==> config.mk <==
export PLATFORM = sky130hd
export DESIGN_NAME = utrx_top
export DESIGN_NICKNAME = d
export VERILOG_FILES = /design/src/logic/utrx_clk_gen.v /design/src/logic/utrx_top.v
export VERILOG_INCLUDE_DIRS = /design/src /design/src/logic
export SDC_FILE = /design/constraint.sdc
export NUM_CORES = 1
export LEC_CHECK = 0
export ABC_AREA = 1
export CAP_MARGIN = 20
export CORE_MARGIN = 3
export CORE_UTILIZATION = 55
export CTS_CLUSTER_SIZE = 24
export DETAILED_ROUTE_END_ITERATION = 6
export DONT_BUFFER_PORTS = 1
export HOLD_SLACK_MARGIN = 0.08
export PLACE_DENSITY = 0.7
export SLEW_MARGIN = 20
export SYNTH_ARGS = -nofsm -noshare
export SYNTH_HDL_FRONTEND = slang
export SYNTH_SLANG_ARGS = --single-unit
==> constraint.sdc <==
create_clock -name ref_clk_i -period 5.1 [get_ports ref_clk_i]
set_clock_uncertainty 0.1 [all_clocks]
set_input_delay 0.51 -clock ref_clk_i [delete_from_list [all_inputs] [get_ports ref_clk_i]]
set_output_delay 0.51 -clock ref_clk_i [all_outputs]
set_load 0.03 [all_outputs]
==> src/logic/utrx_defs.vh <==
`ifndef UTRX_DEFS_VH
`define UTRX_DEFS_VH

// ----------------------------------------
// Register byte addresses
// ----------------------------------------
`define UTRX_RXA_GEN_ADDR 32'h0000_0228
`define UTRX_RXB_GEN_ADDR 32'h0000_0238
`define UTRX_STATUS_ADDR 32'h0000_023C

// ----------------------------------------
// Clock generator register layout
// ----------------------------------------
`define UTRX_GEN_RESET 16'h0403
`define UTRX_GEN_W 16
`define UTRX_DIV_MSB 5
`define UTRX_DIV_LSB 0
`define UTRX_LOAD_BIT 6
`define UTRX_INV_BIT 7
`define UTRX_SRC_MSB 10
`define UTRX_SRC_LSB 8
`define UTRX_OE_BIT 11
`define UTRX_PRES_BIT 12
`define UTRX_DRST_BIT 13
`define UTRX_STORE_MASK 16'hFFBF

// ----------------------------------------
// Source select codes
// ----------------------------------------
`define UTRX_SRC_TXA 3'h0
`define UTRX_SRC_TXB 3'h1
`define UTRX_SRC_TXC 3'h2
`define UTRX_SRC_RXA 3'h3
`define UTRX_SRC_RXB 3'h4
`define UTRX_SRC_RXC 3'h5
`define UTRX_SRC_MEM 3'h6
`define UTRX_NUM_SRC 7

// ----------------------------------------
// Status register layout
// ----------------------------------------
`define UTRX_ST_DIVA_LSB 0
`define UTRX_ST_DIVB_LSB 8
`define UTRX_ST_OUTA_BIT 16
`define UTRX_ST_OUTB_BIT 17

// ----------------------------------------
// Divider and bus constants
// ----------------------------------------
`define UTRX_CNT_INIT 6'h3F
`define UTRX_CNT_ONE 6'h01
`define UTRX_HTRANS_NONSEQ_BIT 1
`define UTRX_HRESP_OKAY 1'b0
`define UTRX_ZERO32 32'h0000_0000

`endif

==> src/logic/utrx_clk_gen.v <==
`timescale 1ns/1ps
`include "utrx_defs.vh"

module utrx_clk_gen #(
  parameter DIV_W = 6
) (
  input wire ref_clk_i,
  input wire srst_i,
  input wire src_rise_i,
  input wire src_fall_i,
  input wire [DIV_W-1:0] div_i,
  input wire load_now_i,
  input wire div_run_i,
  output wire clk_o,
  output wire [DIV_W-1:0] div_act_o
);

  reg [DIV_W-1:0] cnt_q;
  reg [DIV_W-1:0] div_act_q;
  reg out_q;
  wire [DIV_W-1:0] eff;
  wire [DIV_W-1:0] half;
  wire [DIV_W-1:0] cnt_inc;
  wire wrap;

  // Divide by zero behaves as divide by one
  assign eff = (div_act_q == {DIV_W{1'b0}}) ? `UTRX_CNT_ONE : div_act_q;
  assign half = eff >> 1;
  assign cnt_inc = cnt_q + `UTRX_CNT_ONE;
  assign wrap = (cnt_q >= (eff - `UTRX_CNT_ONE));

  // ----------------------------------------
  // Divider
  // ----------------------------------------
  always @(posedge ref_clk_i) begin
    if (srst_i) begin
      cnt_q <= `UTRX_CNT_INIT;
      div_act_q <= {DIV_W{1'b0}};
      out_q <= 1'b0;
    end else if (!div_run_i) begin
      cnt_q <= `UTRX_CNT_INIT;
      div_act_q <= div_i;
      out_q <= 1'b0;
    end else if (load_now_i) begin
      cnt_q <= `UTRX_CNT_INIT;
      div_act_q <= div_i;
      out_q <= 1'b0;
    end else if (src_rise_i) begin
      if (wrap) begin
        cnt_q <= {DIV_W{1'b0}};
        div_act_q <= div_i;
        out_q <= 1'b1;
      end else begin
        cnt_q <= cnt_inc;
        if (!eff[0] && (cnt_inc == half)) begin
          out_q <= 1'b0;
        end
      end
    // odd divisor falls on source fall
    end else if (src_fall_i && eff[0] && (cnt_q == half)) begin
      out_q <= 1'b0;
    end
  end

  assign clk_o = out_q;
  assign div_act_o = div_act_q;

endmodule // utrx_clk_gen

==> src/logic/utrx_top.v <==
`timescale 1ns/1ps
`include "utrx_defs.vh"


module utrx_top #(
  parameter DIV_W = 6,
  parameter NUM_PORT = 2
) (
  input wire ref_clk_i,
  input wire srst_i,
  input wire hsel_i,
  input wire [31:0] haddr_i,
  input wire [1:0] htrans_i,
  input wire hwrite_i,
  input wire [2:0] hsize_i,
  input wire hready_i,
  input wire [31:0] hwdata_i,
  output reg [31:0] hrdata_o,
  output reg hreadyout_o,
  output reg hresp_o,
  input wire tx_a_clk_i,
  input wire tx_b_clk_i,
  input wire tx_c_clk_i,
  input wire rx_a_clk_i,
  input wire rx_b_clk_i,
  input wire rx_c_clk_i,
  input wire mem_clk_i,
  output reg rx_a_clk_o,
  output reg rx_a_clk_oe_o,
  output reg rx_b_clk_o,
  output reg rx_b_clk_oe_o
);

  // ----------------------------------------
  // Source clock synchronisers
  // ----------------------------------------
  // Sources are sampled, so each must stay well below a quarter of ref_clk_i
  wire [`UTRX_NUM_SRC-1:0] src_pin;
  reg [`UTRX_NUM_SRC-1:0] src_s1_q;
  reg [`UTRX_NUM_SRC-1:0] src_s2_q;
  reg [`UTRX_NUM_SRC-1:0] src_s3_q;
  wire [`UTRX_NUM_SRC-1:0] src_rise;
  wire [`UTRX_NUM_SRC-1:0] src_fall;

  assign src_pin = {mem_clk_i, rx_c_clk_i, rx_b_clk_i, rx_a_clk_i,
                    tx_c_clk_i, tx_b_clk_i, tx_a_clk_i};

  always @(posedge ref_clk_i) begin
    if (srst_i) begin
      src_s1_q <= {`UTRX_NUM_SRC{1'b0}};
      src_s2_q <= {`UTRX_NUM_SRC{1'b0}};
      src_s3_q <= {`UTRX_NUM_SRC{1'b0}};
    end else begin
      src_s1_q <= src_pin;
      src_s2_q <= src_s1_q;
      src_s3_q <= src_s2_q;
    end
  end

  genvar gi;
  generate
    for (gi = 0; gi < `UTRX_NUM_SRC; gi = gi + 1) begin : g_edge
      assign src_rise[gi] = src_s2_q[gi] & ~src_s3_q[gi];
      assign src_fall[gi] = ~src_s2_q[gi] & src_s3_q[gi];
    end
  endgenerate

  // ----------------------------------------
  // Helpers
  // ----------------------------------------
  // source select decode
  function pick_src;
    input [2:0] code;
    input [`UTRX_NUM_SRC-1:0] vec;
    begin
      case (code)
        `UTRX_SRC_TXA: pick_src = vec[`UTRX_SRC_TXA];
        `UTRX_SRC_TXB: pick_src = vec[`UTRX_SRC_TXB];
        `UTRX_SRC_TXC: pick_src = vec[`UTRX_SRC_TXC];
        `UTRX_SRC_RXA: pick_src = vec[`UTRX_SRC_RXA];
        `UTRX_SRC_RXB: pick_src = vec[`UTRX_SRC_RXB];
        `UTRX_SRC_RXC: pick_src = vec[`UTRX_SRC_RXC];
        `UTRX_SRC_MEM: pick_src = vec[`UTRX_SRC_MEM];
        // Reserved code gives no edges, so the output parks
        default: pick_src = 1'b0;
      endcase
    end
  endfunction

  // Pulse bit is never stored
  function [`UTRX_GEN_W-1:0] store_val;
    input [31:0] wdata;
    begin
      store_val = wdata[`UTRX_GEN_W-1:0] & `UTRX_STORE_MASK;
    end
  endfunction

  // ----------------------------------------
  // AHB-Lite slave
  // ----------------------------------------
  reg [`UTRX_GEN_W-1:0] gen_a_q;
  reg [`UTRX_GEN_W-1:0] gen_b_q;
  reg [NUM_PORT-1:0] load_q;
  reg wr_pend_q;
  reg [31:0] wr_addr_q;
  wire addr_phase;
  wire wr_a;
  wire wr_b;
  wire [`UTRX_GEN_W-1:0] rd_a;
  wire [`UTRX_GEN_W-1:0] rd_b;
  wire [NUM_PORT-1:0] gen_out;
  wire [NUM_PORT*DIV_W-1:0] div_act;
  wire [31:0] status;
  reg [31:0] rd_mux;

  assign addr_phase = hsel_i & hready_i & htrans_i[`UTRX_HTRANS_NONSEQ_BIT];
  assign wr_a = wr_pend_q && (wr_addr_q == `UTRX_RXA_GEN_ADDR);
  assign wr_b = wr_pend_q && (wr_addr_q == `UTRX_RXB_GEN_ADDR);
  // Forward a write still in its data phase to a following read
  assign rd_a = wr_a ? store_val(hwdata_i) : gen_a_q;
  assign rd_b = wr_b ? store_val(hwdata_i) : gen_b_q;

  assign status = {14'h0000, gen_out[1], gen_out[0],
                   2'h0, div_act[2*DIV_W-1:DIV_W], 2'h0, div_act[DIV_W-1:0]};

  always @* begin
    if (haddr_i == `UTRX_RXA_GEN_ADDR) begin
      rd_mux = {16'h0000, rd_a};
    end else if (haddr_i == `UTRX_RXB_GEN_ADDR) begin
      rd_mux = {16'h0000, rd_b};
    end else if (haddr_i == `UTRX_STATUS_ADDR) begin
      rd_mux = status;
    end else begin
      rd_mux = `UTRX_ZERO32;
    end
  end

  always @(posedge ref_clk_i) begin
    if (srst_i) begin
      wr_pend_q <= 1'b0;
      wr_addr_q <= `UTRX_ZERO32;
      hrdata_o <= `UTRX_ZERO32;
      hreadyout_o <= 1'b0;
      hresp_o <= `UTRX_HRESP_OKAY;
    end else begin
      // Zero wait states: every transfer completes in one data phase
      hreadyout_o <= 1'b1;
      hresp_o <= `UTRX_HRESP_OKAY;
      wr_pend_q <= addr_phase & hwrite_i;
      if (addr_phase) begin
        wr_addr_q <= haddr_i;
      end
      if (addr_phase && !hwrite_i) begin
        hrdata_o <= rd_mux;
      end
    end
  end

  // ----------------------------------------
  // Clock generator registers
  // ----------------------------------------
  always @(posedge ref_clk_i) begin
    if (srst_i) begin
      gen_a_q <= `UTRX_GEN_RESET;
      gen_b_q <= `UTRX_GEN_RESET;
      load_q <= {NUM_PORT{1'b0}};
    end else begin
      if (wr_a) begin
        gen_a_q <= store_val(hwdata_i);
      end
      if (wr_b) begin
        gen_b_q <= store_val(hwdata_i);
      end
      load_q <= {wr_b & hwdata_i[`UTRX_LOAD_BIT], wr_a & hwdata_i[`UTRX_LOAD_BIT]};
    end
  end

  // ----------------------------------------
  // Per-port generators
  // ----------------------------------------
  wire [NUM_PORT*`UTRX_GEN_W-1:0] gen_all;

  assign gen_all = {gen_b_q, gen_a_q};

  generate
    for (gi = 0; gi < NUM_PORT; gi = gi + 1) begin : g_port
      wire [`UTRX_GEN_W-1:0] cfg;
      wire [2:0] sel;

      assign cfg = gen_all[gi*`UTRX_GEN_W +: `UTRX_GEN_W];
      assign sel = cfg[`UTRX_SRC_MSB:`UTRX_SRC_LSB];

      utrx_clk_gen #(
        .DIV_W(DIV_W)
      ) u_gen (
        .ref_clk_i(ref_clk_i),
        .srst_i(srst_i),
        .src_rise_i(pick_src(sel, src_rise)),
        .src_fall_i(pick_src(sel, src_fall)),
        .div_i(cfg[`UTRX_DIV_MSB:`UTRX_DIV_LSB]),
        .load_now_i(load_q[gi]),
        .div_run_i(cfg[`UTRX_DRST_BIT]),
        .clk_o(gen_out[gi]),
        .div_act_o(div_act[gi*DIV_W +: DIV_W])
      );
    end
  endgenerate

  // ----------------------------------------
  // Port clock pins
  // ----------------------------------------
  // Selecting a port's own pin as its source while driving it forms a loop
  always @(posedge ref_clk_i) begin
    if (srst_i) begin
      rx_a_clk_o <= 1'b0;
      rx_a_clk_oe_o <= 1'b0;
      rx_b_clk_o <= 1'b0;
      rx_b_clk_oe_o <= 1'b0;
    end else begin
      rx_a_clk_o <= gen_out[0] ^ gen_a_q[`UTRX_INV_BIT];
      rx_b_clk_o <= gen_out[1] ^ gen_b_q[`UTRX_INV_BIT];
      rx_a_clk_oe_o <= gen_a_q[`UTRX_OE_BIT];
      rx_b_clk_oe_o <= gen_b_q[`UTRX_OE_BIT];
    end
  end

endmodule // utrx_top

# [Yosys cells after proc, flatten, opt, wreduce, memory -nomap -nowiden]
# Cells that the tools add are included.
# Widths: inputs -> output; s select.
[op_classes] bitwise_logic=37 n_mux=30 n_reduce_logical=24 n_addsub=4 n_eq_ne=27 order_cmp=2
[op_table] cell="$eq 32x10->1 const B" count=5
[op_table] cell="$mux 6" count=12
[op_table] cell="$mux 18" count=3
[op_table] cell="$mux 16" count=2
[op_table] cell="$pmux 1 s7" count=4
[op_table] cell="$eq 6x5->1" count=4
[op_table] cell="$and 1x1->1" count=19
[op_table] cell="$eq 3x3->1 const B" count=6
[op_table] cell="$not 1->1" count=16
[op_table] cell="$add 6x1->6 const B" count=2
[op_table] cell="$eq 3x2->1 const B" count=4
[op_table] cell="$ge 6x6->1" count=2
[op_table] cell="$logic_not 6->1" count=2
[op_table] cell="$ne 3x1->1 const B" count=4
[op_table] cell="$sub 6x1->6 const B" count=2
[op_table] cell="$logic_and 1x1->1" count=9
[op_table] cell="$mux 1" count=9
[op_table] cell="$reduce_and 2->1" count=4
[op_table] cell="$eq 3x1->1 const B" count=2
[op_table] cell="$logic_not 3->1" count=2
[op_table] cell="$ne 3x3->1 const B" count=2
[op_table] cell="$reduce_or 3->1" count=2
[op_table] cell="$reduce_bool 2->1" count=2
[op_table] cell="$logic_not 1->1" count=3
[op_table] cell="$xor 1x1->1" count=2
[totals] out_inout_bits=38 reg_bits=151 word_cells=144 input_bits=81

# [Logic depth before layout (Yosys ltp)]
# Gate-level depths: netlist of the first run.
[depth] ltp_word=8 ltp_mapped=18 depth_no_buf=18

# [Cells and area by module]
# A second synthesis of the first run with hierarchy kept.
[hier_totals] hier_cells=1003 area_unflattened_um2=7011.7
[modules_own_cells] module="utrx_top" seq_area_each_um2=2222.1 area_each_um2=5012.3 n_inst=1 cells_each=716
[modules_own_cells] module="utrx_clk_gen at g_port[1].u_gen" seq_area_each_um2=260.2 area_each_um2=1012.2 n_inst=1 cells_each=144
[modules_own_cells] module="utrx_clk_gen at g_port[0].u_gen" seq_area_each_um2=260.2 area_each_um2=987.2 n_inst=1 cells_each=143

# [Worst setup path after synthesis of the first run]
# Ideal clock, no wire load.
[synth_timing] path_type="register to register" from="register g_port[1].u_gen.div_act_q[2]" to="register g_port[1].u_gen.div_act_q[5]" setup_slack_ps=2565 t_arrival_ps=2364 t_required_ps=4930 path_buffers=1 setup_ps=70 path_stages_with_launch=17 path_cell_list="dfxtp_1 -> clkbuf_1 -> inv_2 -> nand3_1 -> o21ai_1 -> inv_1 -> ha_1 -> nand3_1 -> xnor2_1 -> inv_1 -> ha_1 -> nand4_1 -> o221ai_2 -> nand2_4 -> nand2_4 -> nand2_1 -> a21oi_1"
[synth_between] elab_chain_cells=6
[synth_rtl] item="start: declaration" line="utrx_clk_gen.v:19" rtl="reg [DIV_W-1:0] div_act_q;"
[synth_rtl] item="start signal: assignment" line="utrx_clk_gen.v:38" rtl="div_act_q <= {DIV_W{1'b0}};"
[synth_rtl] item="start signal: assignment" line="utrx_clk_gen.v:42" rtl="div_act_q <= div_i;"
[synth_rtl] item="start signal: assignment" line="utrx_clk_gen.v:46" rtl="div_act_q <= div_i;"
[synth_rtl] item="$logic_not 6->1" line="utrx_clk_gen.v:27" rtl="assign eff = (div_act_q == {DIV_W{1'b0}}) ? `UTRX_CNT_ONE : div_act_q;"
[synth_rtl] item="$mux 6 (*)" line="utrx_clk_gen.v:27"
[synth_rtl] item="$sub 6x1->6 (no line) (*)"
[synth_rtl] item="$ge 6x6->1 (*)" line="utrx_clk_gen.v:30" rtl="assign wrap = (cnt_q >= (eff - `UTRX_CNT_ONE));"
[synth_rtl] item="$ne 3x1->1 (no line) (*)"
[synth_rtl] item="$reduce_and 2->1 (no line) (*)"
# Every way passes the cells marked *; elsewhere a longest branch is shown, timed or not.
# A chain may end at the register's enable or synchronous reset.

# [Worst setup path after layout of the first run]
[layout_timing] from="register g_port[0].u_gen.div_act_q[2]" to="register g_port[0].u_gen.div_act_q[2]"
[layout_between] elab_chain_cells=6
[layout_rtl] item="start: declaration" line="utrx_clk_gen.v:19"
[layout_rtl] item="start signal: assignment" line="utrx_clk_gen.v:38"
[layout_rtl] item="start signal: assignment" line="utrx_clk_gen.v:42"
[layout_rtl] item="start signal: assignment" line="utrx_clk_gen.v:46"
[layout_rtl] item="$logic_not 6->1" line="utrx_clk_gen.v:27"
[layout_rtl] item="$mux 6 (*)" line="utrx_clk_gen.v:27"
[layout_rtl] item="$sub 6x1->6 (no line) (*)"
[layout_rtl] item="$ge 6x6->1 (*)" line="utrx_clk_gen.v:30"
[layout_rtl] item="$ne 3x1->1 (no line) (*)"
[layout_rtl] item="$reduce_and 2->1 (no line) (*)"
# Marks and branches as above.

==> impl_metrics.csv, run 1 <==
group,metric,value,unit
finish,drive_above_1_share,0.0847,
drt,first_iter_violations,344,
sta,fin_crit_sh,0.570,
drt,drc,0,
synthesis,ys.flop_type,"dfxtp_1",
outcome,status,"finished, final reports clean",
placement,hpwlAfterDp,10.8,mm
setup_path,worstSetupStartpoint,"g_port[0].u_gen.div_act_o[2]",
sta,hold_viol,0,
setup_path,crit_path_end_kind,"flip-flop",
clock_tree,clkLatencyLatePin,0.42,ns
synthesis,synth_seq_cells,137,
die,die_area,14000,um^2
synthesis,async_flop_share,0,
die,ios,119,
setup_path,reg2regPathDepth,18,
setup_path,worstSetupPathType,"reg2reg",
sta,period_minus_slack,2.91,ns
finish,nets,1088,
die,dieHeight,118,um
clock_tree,clk_pin_slew,0.06,ns
die,die_w,118,um
finish,final_util,0.631,
die,placementRows,40,
sta,tightest_slew,0.865,ns
clock_tree,cts-resized-gates,0,
setup_path,worstPathMaxFanout,8,
synthesis,synth.yosys.warnings,0,
global_route,grt_max_degree,69,
clock_tree,cts_sinks,137,
drt,first_pass_iters,5,
drt,ant_nets,0,
run,cap_violations,0,
sta,rsz0062_at_grt,"no",
pwr,leakagePower,3.41,nW
clock_tree,root_buffer,"clkbuf_16",
sta,setup-violations-final,0,
setup_path,arrival,3.10,ns
global_route,overflow,0,
setup_path,cp-start-kind,"flip-flop",
setup_path,cp-endpoint,"g_port[0].u_gen.div_act_o[2]",
die,initial_core_util,0.569,
finish,syn_to_final_growth,10.8,%
global_route,grt_usage,0.234,
pwr,total_power,0.00262,W
synthesis,yosysTopAreaCellShare,0.396,
clock_tree,numCtsBuffers,17,
placement,port_buffers,0,
placement,gp_congestion,0.942,
setup_path,r2r-end,"g_port[0].u_gen.div_act_o[2]",
synthesis,synth.largest_area_cell,"dfxtp_1",
global_route,antenna_found_initial,0,
setup_path,crit_required,5.30,ns
sta,drv_slew,0,
clock_tree,cts_max_level,4,
clock_tree,clockBufferDepth,2,
synthesis,synthesis.area,6920,um^2
synthesis,ys_seq_area_frac,0.396,
sta,slew_headroom,0.423,
drt,wirelength,15.8,mm
synthesis,syn_area_per_cell,6.90,um^2
sta,finalSetupTns,0,ns
synthesis,synth_edf_count,0,
drt,routed-via-count,6004,
synthesis,synth.distinct_cells,39,
die,core-area,12200,um^2
drt,wl_per_cell,13.4,um
synthesis,synth_cells,1003,
sta,max_freq,0.344,GHz
synthesis,synthTopCellsByArea,"dfxtp_1 (40%), nand2_1 (9.7%), inv_1 (7.6%)",
finish,diodes,0,
pwr,irDropWorstVdd,0.250,mV
pwr,power.density,341,nW/um^2
worst_hold_path,min_path_type,"in2reg",
clock_tree,tritoncts,"built",
global_route,grt_pass1_wl,26.8,mm
setup_path,reg2reg_setup_slack,2.19,ns
setup_path,r2r-start,"g_port[0].u_gen.div_act_o[2]",
drt,via_per_inst,5.12,
sta,hold_slack,0.0999,ns
global_route,grt_pass1_vias,5611,
-- per-layer routing --
layer,track usage,routed length (um),vias to the layer above,share of wire
met2,0.376,7320,144,0.46
met5,0,0,-,0
li1,-,-,3145,-
met1,0.300,7090,2683,0.45
met4,0.105,480,0,0.030
met3,0.0565,869,32,0.055
-- layout make-up --
cell class / count / area [um^2]
Inverter: 157 / 589
Multi-Input combinational cell: 669 / 3370
Timing Repair Buffer: 9 / 100
Sequential cell: 137 / 2740
Fill cell: 1138 / 4490
Tap cell: 168 / 210
Clock buffer: 20 / 467
Clock inverter: 12 / 195
-- synth_stat cells (2+ instances only) --
cell and instances:
nand2_2 2, nand3b_1 4, clkinv_1 2, nand2_4 6
a21oi_1 74, o211ai_1 21, nor3_1 18, ha_1 16
o21ai_1 18, nand4_1 4, nor2_4 2, nor2_2 5
inv_1 140, xnor2_1 7, o21ai_2 11, clkbuf_1 28
o31ai_1 2, or2_2 2, xor2_1 11, nand2_1 178
o22ai_1 2, buf_6 2, dfxtp_1 137, nor2_1 135
o21ai_0 36, inv_2 15, buf_4 15, nand3_1 91
buf_2 9
-- worst max-delay path, stage by stage, from the launching register on --
cell     delay (ns)
dfxtp_1        0.45
inv_1          0.13
nand3_1        0.14
nor2_1         0.07
nand2_1        0.09
nand2_1        0.07
inv_1          0.09
ha_1           0.18
nand3_1        0.09
xor2_1         0.16
ha_1           0.28
nand2_1        0.09
nor2_1         0.06
nor2_1         0.10
nand3_1        0.21
nand2_4        0.21
nand2_4        0.10
nand2_1        0.10
a21oi_1        0.06
-- worst min-delay path by stage --
stage                           start           to  slack [ns]  depth (start not counted)
after floorplan           src_s1_q[0]  src_s2_q[0]        0.29                          2
after global placement    src_s1_q[6]  src_s2_q[6]        0.29                          2
after detailed placement  src_s1_q[1]  src_s2_q[1]        0.30                          2
after CTS                  tx_b_clk_i  src_s1_q[1]        0.08                          2
after global routing       rx_c_clk_i  src_s1_q[5]         0.1                          2
final                      tx_b_clk_i  src_s1_q[1]         0.1                          2
-- flip-flops by register name (all words and copies together), names as in the netlist --
signal	cells
rx_b_clk_o	1
src_s1_q	7
g_port.u_gen.cnt_q	12
src_s2_q	7
g_port.u_gen.div_act_o	12
rx_b_clk_oe_o	1
wr_pend_q	1
load_q	2
rx_a_clk_o	1
g_port.u_gen.clk_o	2
wr_addr_q	32
src_s3_q	7
rx_a_clk_oe_o	1
hreadyout_o	1
g_port.cfg	32
hrdata_o	18
-- where the power goes --
part,internal [W],total [W],switching (W)
Clock,0.000904,0.00136,0.000455
Sequential,0.00110,0.00112,0.0000208
Combinational,0.0000444,0.000141,0.0000970
Total,0.00204,0.00262,0.000573
-- through the flow --
stage | std cells | setup WS (ns) | instance area, um^2
finish | 1172 | 2.19 | 7670
floorplan | 1017 | 2.57 | 6980
global placement | 1134 | 2.31 | 6930
CTS | 1172 | 2.20 | 7670
global route | 1172 | 1.86 | 7670
detailed placement | 1134 | 2.27 | 6930
-- cell families after synthesis --
group,after synthesis,synth area share
AND/OR/NAND/NOR,453,0.287
buffers and inverters,211,0.126
AO/OA/AOI/OAI,167,0.138
flip-flops,137,0.396
XOR/XNOR,18,0.0228
adder cells (fa/ha/maj),16,0.0289
other,1,0.000542
-- what timing repair did --
item                                   in CTS  in global routing
setup endpoints to repair                   0                  0
setup buffers                               0                  0
hold buffers                                6                  0
endpoints found under the hold margin      68                  0
-- cells in the final DEF, fill, tap and decap left out, types with 5 or more instances in the layout --
cell type and count:
a21oi_1 74, bufinv_16 5, clkbuf_16 17, conb_1 15, dfxtp_1 137, dlygate4sd3_1 5, ha_1 16, inv_1 140
inv_2 15, nand2_1 178, nand2_4 6, nand3_1 90, nor2_1 134, nor2_2 6, nor3_1 18, o211ai_1 21
o21ai_0 36, o21ai_1 18, o21ai_2 11, xnor2_1 7, xor2_1 11
Note: power is estimated with default switching activity, not from simulation.
==> run 2, diff against run 1 <==
PLACE_DENSITY = 0.73   (was 0.7)
clock period = 2.6 ns   (was 5.1 ns; I/O delays follow)
==> impl_metrics.csv, run 2 (synthesis gave the netlist of run 1 again) <==
group,metric,value,unit
outcome,status,"finished, final reports clean",
setup_path,cp_slowest_stage_delay,0.31,ns
setup_path,cp-start-kind,"flip-flop",
clock_tree,cts_max_level,4,
setup_path,crit_path_end_kind,"flip-flop",
die,ios,119,
clock_tree,tritoncts,"built",
finish,drive_above_1_share,0.127,
pwr,irDropWorstVdd,0.773,mV
setup_path,cp-endpoint,"g_port[1].u_gen.div_act_o[3]",
drt,wl_per_cell,14.1,um
clock_tree,clkLatencyLatePin,0.43,ns
clock_tree,clk_pin_slew,0.06,ns
finish,fin_area,8430,um^2
drt,drc,0,
finish,nets,1167,
setup_path,crit_chain,"nor2_1 > nand2_1 > o21ai_2 > inv_1 > ha_2 > nand3_2 > xnor2_1 > inv_1 > ha_1 > nand4_1 > o221ai_4 > nand2_4 > nand2_4 > nand2_1 > a21oi_1",
run,cap_violations,0,
global_route,overflow,0,
setup_path,worstSetupStartpoint,"g_port[1].u_gen.div_act_o[3]",
die,initial_core_util,0.569,
sta,setup-violations-final,0,
placement,hpwlAfterDp,11.1,mm
sta,rsz0062_at_grt,"yes",
sta,max_freq,0.405,GHz
drt,routed-via-count,6461,
setup_path,reg2reg_setup_slack,0.13,ns
finish,n_fill_cell,1001,
clock_tree,clockBufferDepth,2,
placement,port_buffers,0,
die,dieHeight,118,um
setup_path,crit_required,2.86,ns
sta,period_minus_slack,2.47,ns
drt,ant_nets,0,
clock_tree,root_buffer,"clkbuf_16",
setup_path,arrival,2.73,ns
setup_path,worstPathMaxFanout,8,
die,die_w,118,um
finish,diodes,0,
clock_tree,cts_sinks,137,
placement,place_area,7100,um^2
finish,register_area,2750,um^2
die,die_area,14000,um^2
setup_path,r2r-start,"g_port[1].u_gen.div_act_o[3]",
sta,slew_headroom,0.576,
finish,final_util,0.693,
finish,syn_to_final_growth,21.8,%
setup_path,r2r-end,"g_port[1].u_gen.div_act_o[3]",
sta,tightest_slew,0.635,ns
global_route,grt_max_degree,83,
pwr,leakagePower,3.74,nW
setup_path,reg2regPathDepth,15,
global_route,grt_usage,0.255,
global_route,antenna_found_initial,0,
setup_path,worstSetupPathType,"reg2reg",
die,core-area,12200,um^2
global_route,grt_pass1_vias,6098,
sta,fin_crit_sh,0.950,
pwr,power.density,610,nW/um^2
drt,wirelength,17.6,mm
global_route,grt_pass1_wl,28.9,mm
placement,gp_congestion,0.870,
clock_tree,numCtsBuffers,17,
finish,final_common_cell,"nand2_1",
worst_hold_path,min_path_type,"in2reg",
drt,first_iter_violations,575,
finish,multi_input_area,3440,um^2
pwr,total_power,0.00514,W
die,placementRows,40,
finish,layout_common_cells,"nand2_1 (174), inv_1 (133), dfxtp_1 (133)",
sta,drv_slew,0,
setup_path,cp_slowest_cell,"dfxtp_1",
sta,hold_viol,0,
drt,first_pass_iters,6,
drt,via_per_inst,5.16,
## run 2: cell count changes in the layout (fill, tap and decap cells not counted), moves of 5 or more
cell / delta
dlygate4sd3_1: +51
buf_4: +28
inv_1: -7
inv_2: +7
inv_6: +5
nand3_1: -5
nand3_2: +5
## run 2: critical path, delay by kind of cell, from the launching register on
| family | cells | cell delay [ns] |
|---|---|---|
| simple gates | 7 | 0.72 |
| compound gates | 3 | 0.52 |
| fa+ha+maj | 2 | 0.49 |
| flops | 1 | 0.31 |
| buf+inv | 2 | 0.14 |
| xor+xnor | 1 | 0.11 |
## run 2: worst min path at each step
| stage | start | end | cells past startpoint |
|---|---|---|---|
| 2_1_floorplan | tx_a_clk_i | src_s1_q[0] | 2 |
| 3_3_place_gp | srst_i | src_s2_q[5] | 1 |
| 3_5_place_dp | srst_i | src_s1_q[3] | 1 |
| 4_1_cts | hwdata_i[10] | hrdata_o[10] | 4 |
| 5_1_grt | hwdata_i[10] | hrdata_o[10] | 4 |
| 6_report | srst_i | src_s3_q[0] | 2 |
## run 2: layout make-up
class                           instances  area share
Multi-Input combinational cell        669       0.408
Sequential cell                       137       0.326
Timing Repair Buffer                   88      0.0974
Inverter                              157      0.0699
Clock buffer                           19      0.0514
Tap cell                              168      0.0249
Clock inverter                         13      0.0226
## run 2: metrics by stage
step | TNS [ns] | hold WS, ns | cells | setup WS [ns]
after floorplan | 0 | 0.267 | 1017 | 0.0651
after global placement | 0 | 0.238 | 1157 | 0.0953
after detailed placement | 0 | 0.239 | 1157 | 0.0101
after CTS | 0 | 0.0892 | 1246 | 0.0258
after global routing | -0.340 | 0.0942 | 1251 | -0.0451
final | 0 | 0.0946 | 1251 | 0.131
## run 2: where the power goes
part / internal [W] / total [W] / switching, W
registers: 0.00215 / 0.00219 / 0.0000409
clock network: 0.00162 / 0.00257 / 0.000949
logic: 0.000154 / 0.000386 / 0.000232
## run 2: repair_timing
item / 4_1_cts / 5_1_grt
setup buffers: 0 / 5
pin swaps: 0 / 17
endpoints found under the setup margin: 1 / 26
resized for setup: 1 / 27
hold endpoints to repair: 120 / 0
hold buffers: 57 / 0
gates cloned: 0 / 0
## run 2: metal layers
metal / up-vias / track usage / wire length (um)
li1: 3307 / - / -
met1: 2923 / 0.309 / 7430
met2: 196 / 0.429 / 8690
met3: 35 / 0.0617 / 1040
met4: 0 / 0.110 / 452
met5: - / 0 / 0
==> run 3, diff against run 2 <==
PLACE_DENSITY = 0.7   (was 0.73)
clock period = 2.4 ns   (was 2.6 ns; I/O delays follow)
==> impl_metrics.csv, run 3 (synthesis gave the netlist of run 1 again) <==
group,metric,value,unit
setup_path,cp-start-kind,"flip-flop",
placement,hpwlAfterDp,11.2,mm
setup_path,worstSetupPathType,"reg2reg",
clock_tree,cts_hold_buffers,116,
global_route,grt_pass1_vias,6638,
sta,tightest_slew,0.651,ns
die,core-area,12200,um^2
sta,setup-violations-final,14,
outcome,violations,"negative hold slack, negative setup slack",
clock_tree,clockBufferDepth,2,
finish,n_fill_cell,810,
clock_tree,root_buffer,"clkbuf_16",
drt,wl_per_cell,14.9,um
drt,first_pass_iters,6,
pwr,irDropWorstVdd,0.572,mV
clock_tree,clk_pin_slew,0.06,ns
sta,period_minus_slack,2.50,ns
sta,finalSetupTns,-0.519,ns
clock_tree,cts_max_level,4,
sta,hold_slack,-0.167,ns
setup_path,reg2reg_setup_slack,-0.10,ns
sta,drv_slew,0,
setup_path,worstSetupStartpoint,"g_port[1].u_gen.div_act_o[1]",
drt,top_layer_used,"met4",
global_route,grt_usage,0.270,
die,ios,119,
setup_path,r2r-end,"g_port[1].u_gen.div_act_o[3]",
finish,layout_common_cells,"nand2_1 (161), inv_1 (131), nor2_1 (131), dfxtp_1 (131), dlygate4sd3_1 (116)",
finish,nets,1256,
setup_path,critical_path.top_delay_family,"simple AND/OR/NAND/NOR gates",
run,cap_violations,0,
setup_path,cp_slowest_cell,"dfxtp_2",
die,placementRows,40,
placement,dpl.cell_count,1162,
setup_path,reg2regPathDepth,15,
clock_tree,clkLatencyLatePin,0.44,ns
drt,drt-met1-wl,8.04,mm
placement,port_buffers,0,
sta,max_freq,0.399,GHz
setup_path,r2r-start,"g_port[1].u_gen.div_act_o[1]",
setup_path,path_buf_inv,3,
drt,wl_met3,1.32,mm
setup_path,cp_slowest_stage_delay,0.32,ns
global_route,antenna_found_initial,0,
drt,routed-via-count,7034,
drt,ant_nets,0,
clock_tree,numCtsBuffers,17,
finish,drive_above_1_share,0.182,
finish,layoutNonFillerInstCount,1339,
setup_path,crit_required,2.65,ns
finish,diodes,0,
clock_tree,tritoncts,"built",
setup_path,arrival,2.76,ns
drt,first_iter_violations,535,
sta,slew_headroom,0.566,
global_route,grt_max_degree,83,
setup_path,crit_path_end_kind,"flip-flop",
worst_hold_path,min_from,"srst_i",
setup_path,crit_chain,"inv_2 > nand3_2 > o21ai_2 > inv_2 > ha_4 > nand3_2 > xnor2_1 > inv_1 > ha_4 > nand4_1 > o221ai_4 > nand2_4 > nand2_8 > nand2_2 > a21oi_2",
sta,rsz0062_at_grt,"yes",
drt,via_per_inst,5.25,
worst_hold_path,min_path_type,"in2reg",
placement,gp_congestion,0.900,
sta,hold_viol,14,
setup_path,worstPathMaxFanout,6,
sta,fin_crit_sh,1.04,
finish,final_common_cell,"nand2_1",
pwr,leakagePower,4.27,nW
drt,drc,0,
drt,wirelength,19.9,mm
clock_tree,cts_sinks,137,
die,initial_core_util,0.569,
global_route,grt_pass1_wl,30.9,mm
finish,syn_to_final_growth,37.3,%
pwr,power.density,584,nW/um^2
die,die_area,14000,um^2
drt,met2_length,9.93,mm
worst_hold_path,hold-path-endpoint,"g_port[0].u_gen.div_act_o[1]",
worst_hold_path,hold_depth,1,
die,dieHeight,118,um
sta,worst_slack,-0.104,ns
die,die_w,118,um
global_route,overflow,0,
outcome,status,"finished with violations",
[run 3: cell count changes in the layout (fill, tap and decap cells not counted), sizes merged]
cell / change
inv: -3
dlygate4sd3: +60
nand3: +2
clkbuf: +2
bufinv: -1
clkinv: +1
buf: +27
[run 3: power breakdown]
part	leakage, nW	internal, W	switching [W]
Sequential	1.12	0.00233	0.0000441
Combinational	2.86	0.000221	0.000264
Clock	0.294	0.00169	0.00101
[run 3: per-stage QoR]
step                      utilization  hold WS, ns  total power [W]  instance area (um^2)  setup slack (ns)
after CTS                       0.753       -0.227          0.00550                  9160           -0.0165
final                           0.781       -0.167          0.00555                  9500            -0.104
after floorplan                     -        0.247          0.00268                  7010           0.00580
after global placement          0.590        0.217          0.00271                  7170          -0.00114
after global routing            0.781       -0.218          0.00572                  9500            -0.221
after detailed placement        0.590        0.219          0.00272                  7170           -0.0895
[run 3: per-layer routing]
metal,up-vias,GRT usage
met5,-,0
met4,0,0.131
met3,54,0.0474
met2,274,0.470
met1,3216,0.321
li1,3490,-
[run 3: area by class of cell]
type	instances	area [um^2]	area share
sequential	137	2750	0.289
tap	168	210	0.0221
clock inverter	10	143	0.0150
multi-input combinational	671	3730	0.392
clock buffer	21	460	0.0484
inverter	157	589	0.0620
timing repair buffer	175	1620	0.171
[run 3: worst max path at each step]
stage	cells past startpoint	endpoint
after floorplan	18	g_port[0].u_gen.div_act_o[2]
after global placement	18	g_port[0].u_gen.div_act_o[1]
after detailed placement	18	g_port[0].u_gen.div_act_o[3]
after CTS	18	g_port[0].u_gen.div_act_o[2]
after global routing	15	g_port[1].u_gen.div_act_o[3]
final	15	g_port[1].u_gen.div_act_o[3]
[run 3: timing repair]
action                                  in CTS  in global routing
buffers inserted                            21                  8
endpoints found under the hold margin      121                 14
resized for setup                           20                 69
endpoints found under the setup margin      19                 49
gates cloned                                 0                  2
pin swaps                                   22                 32
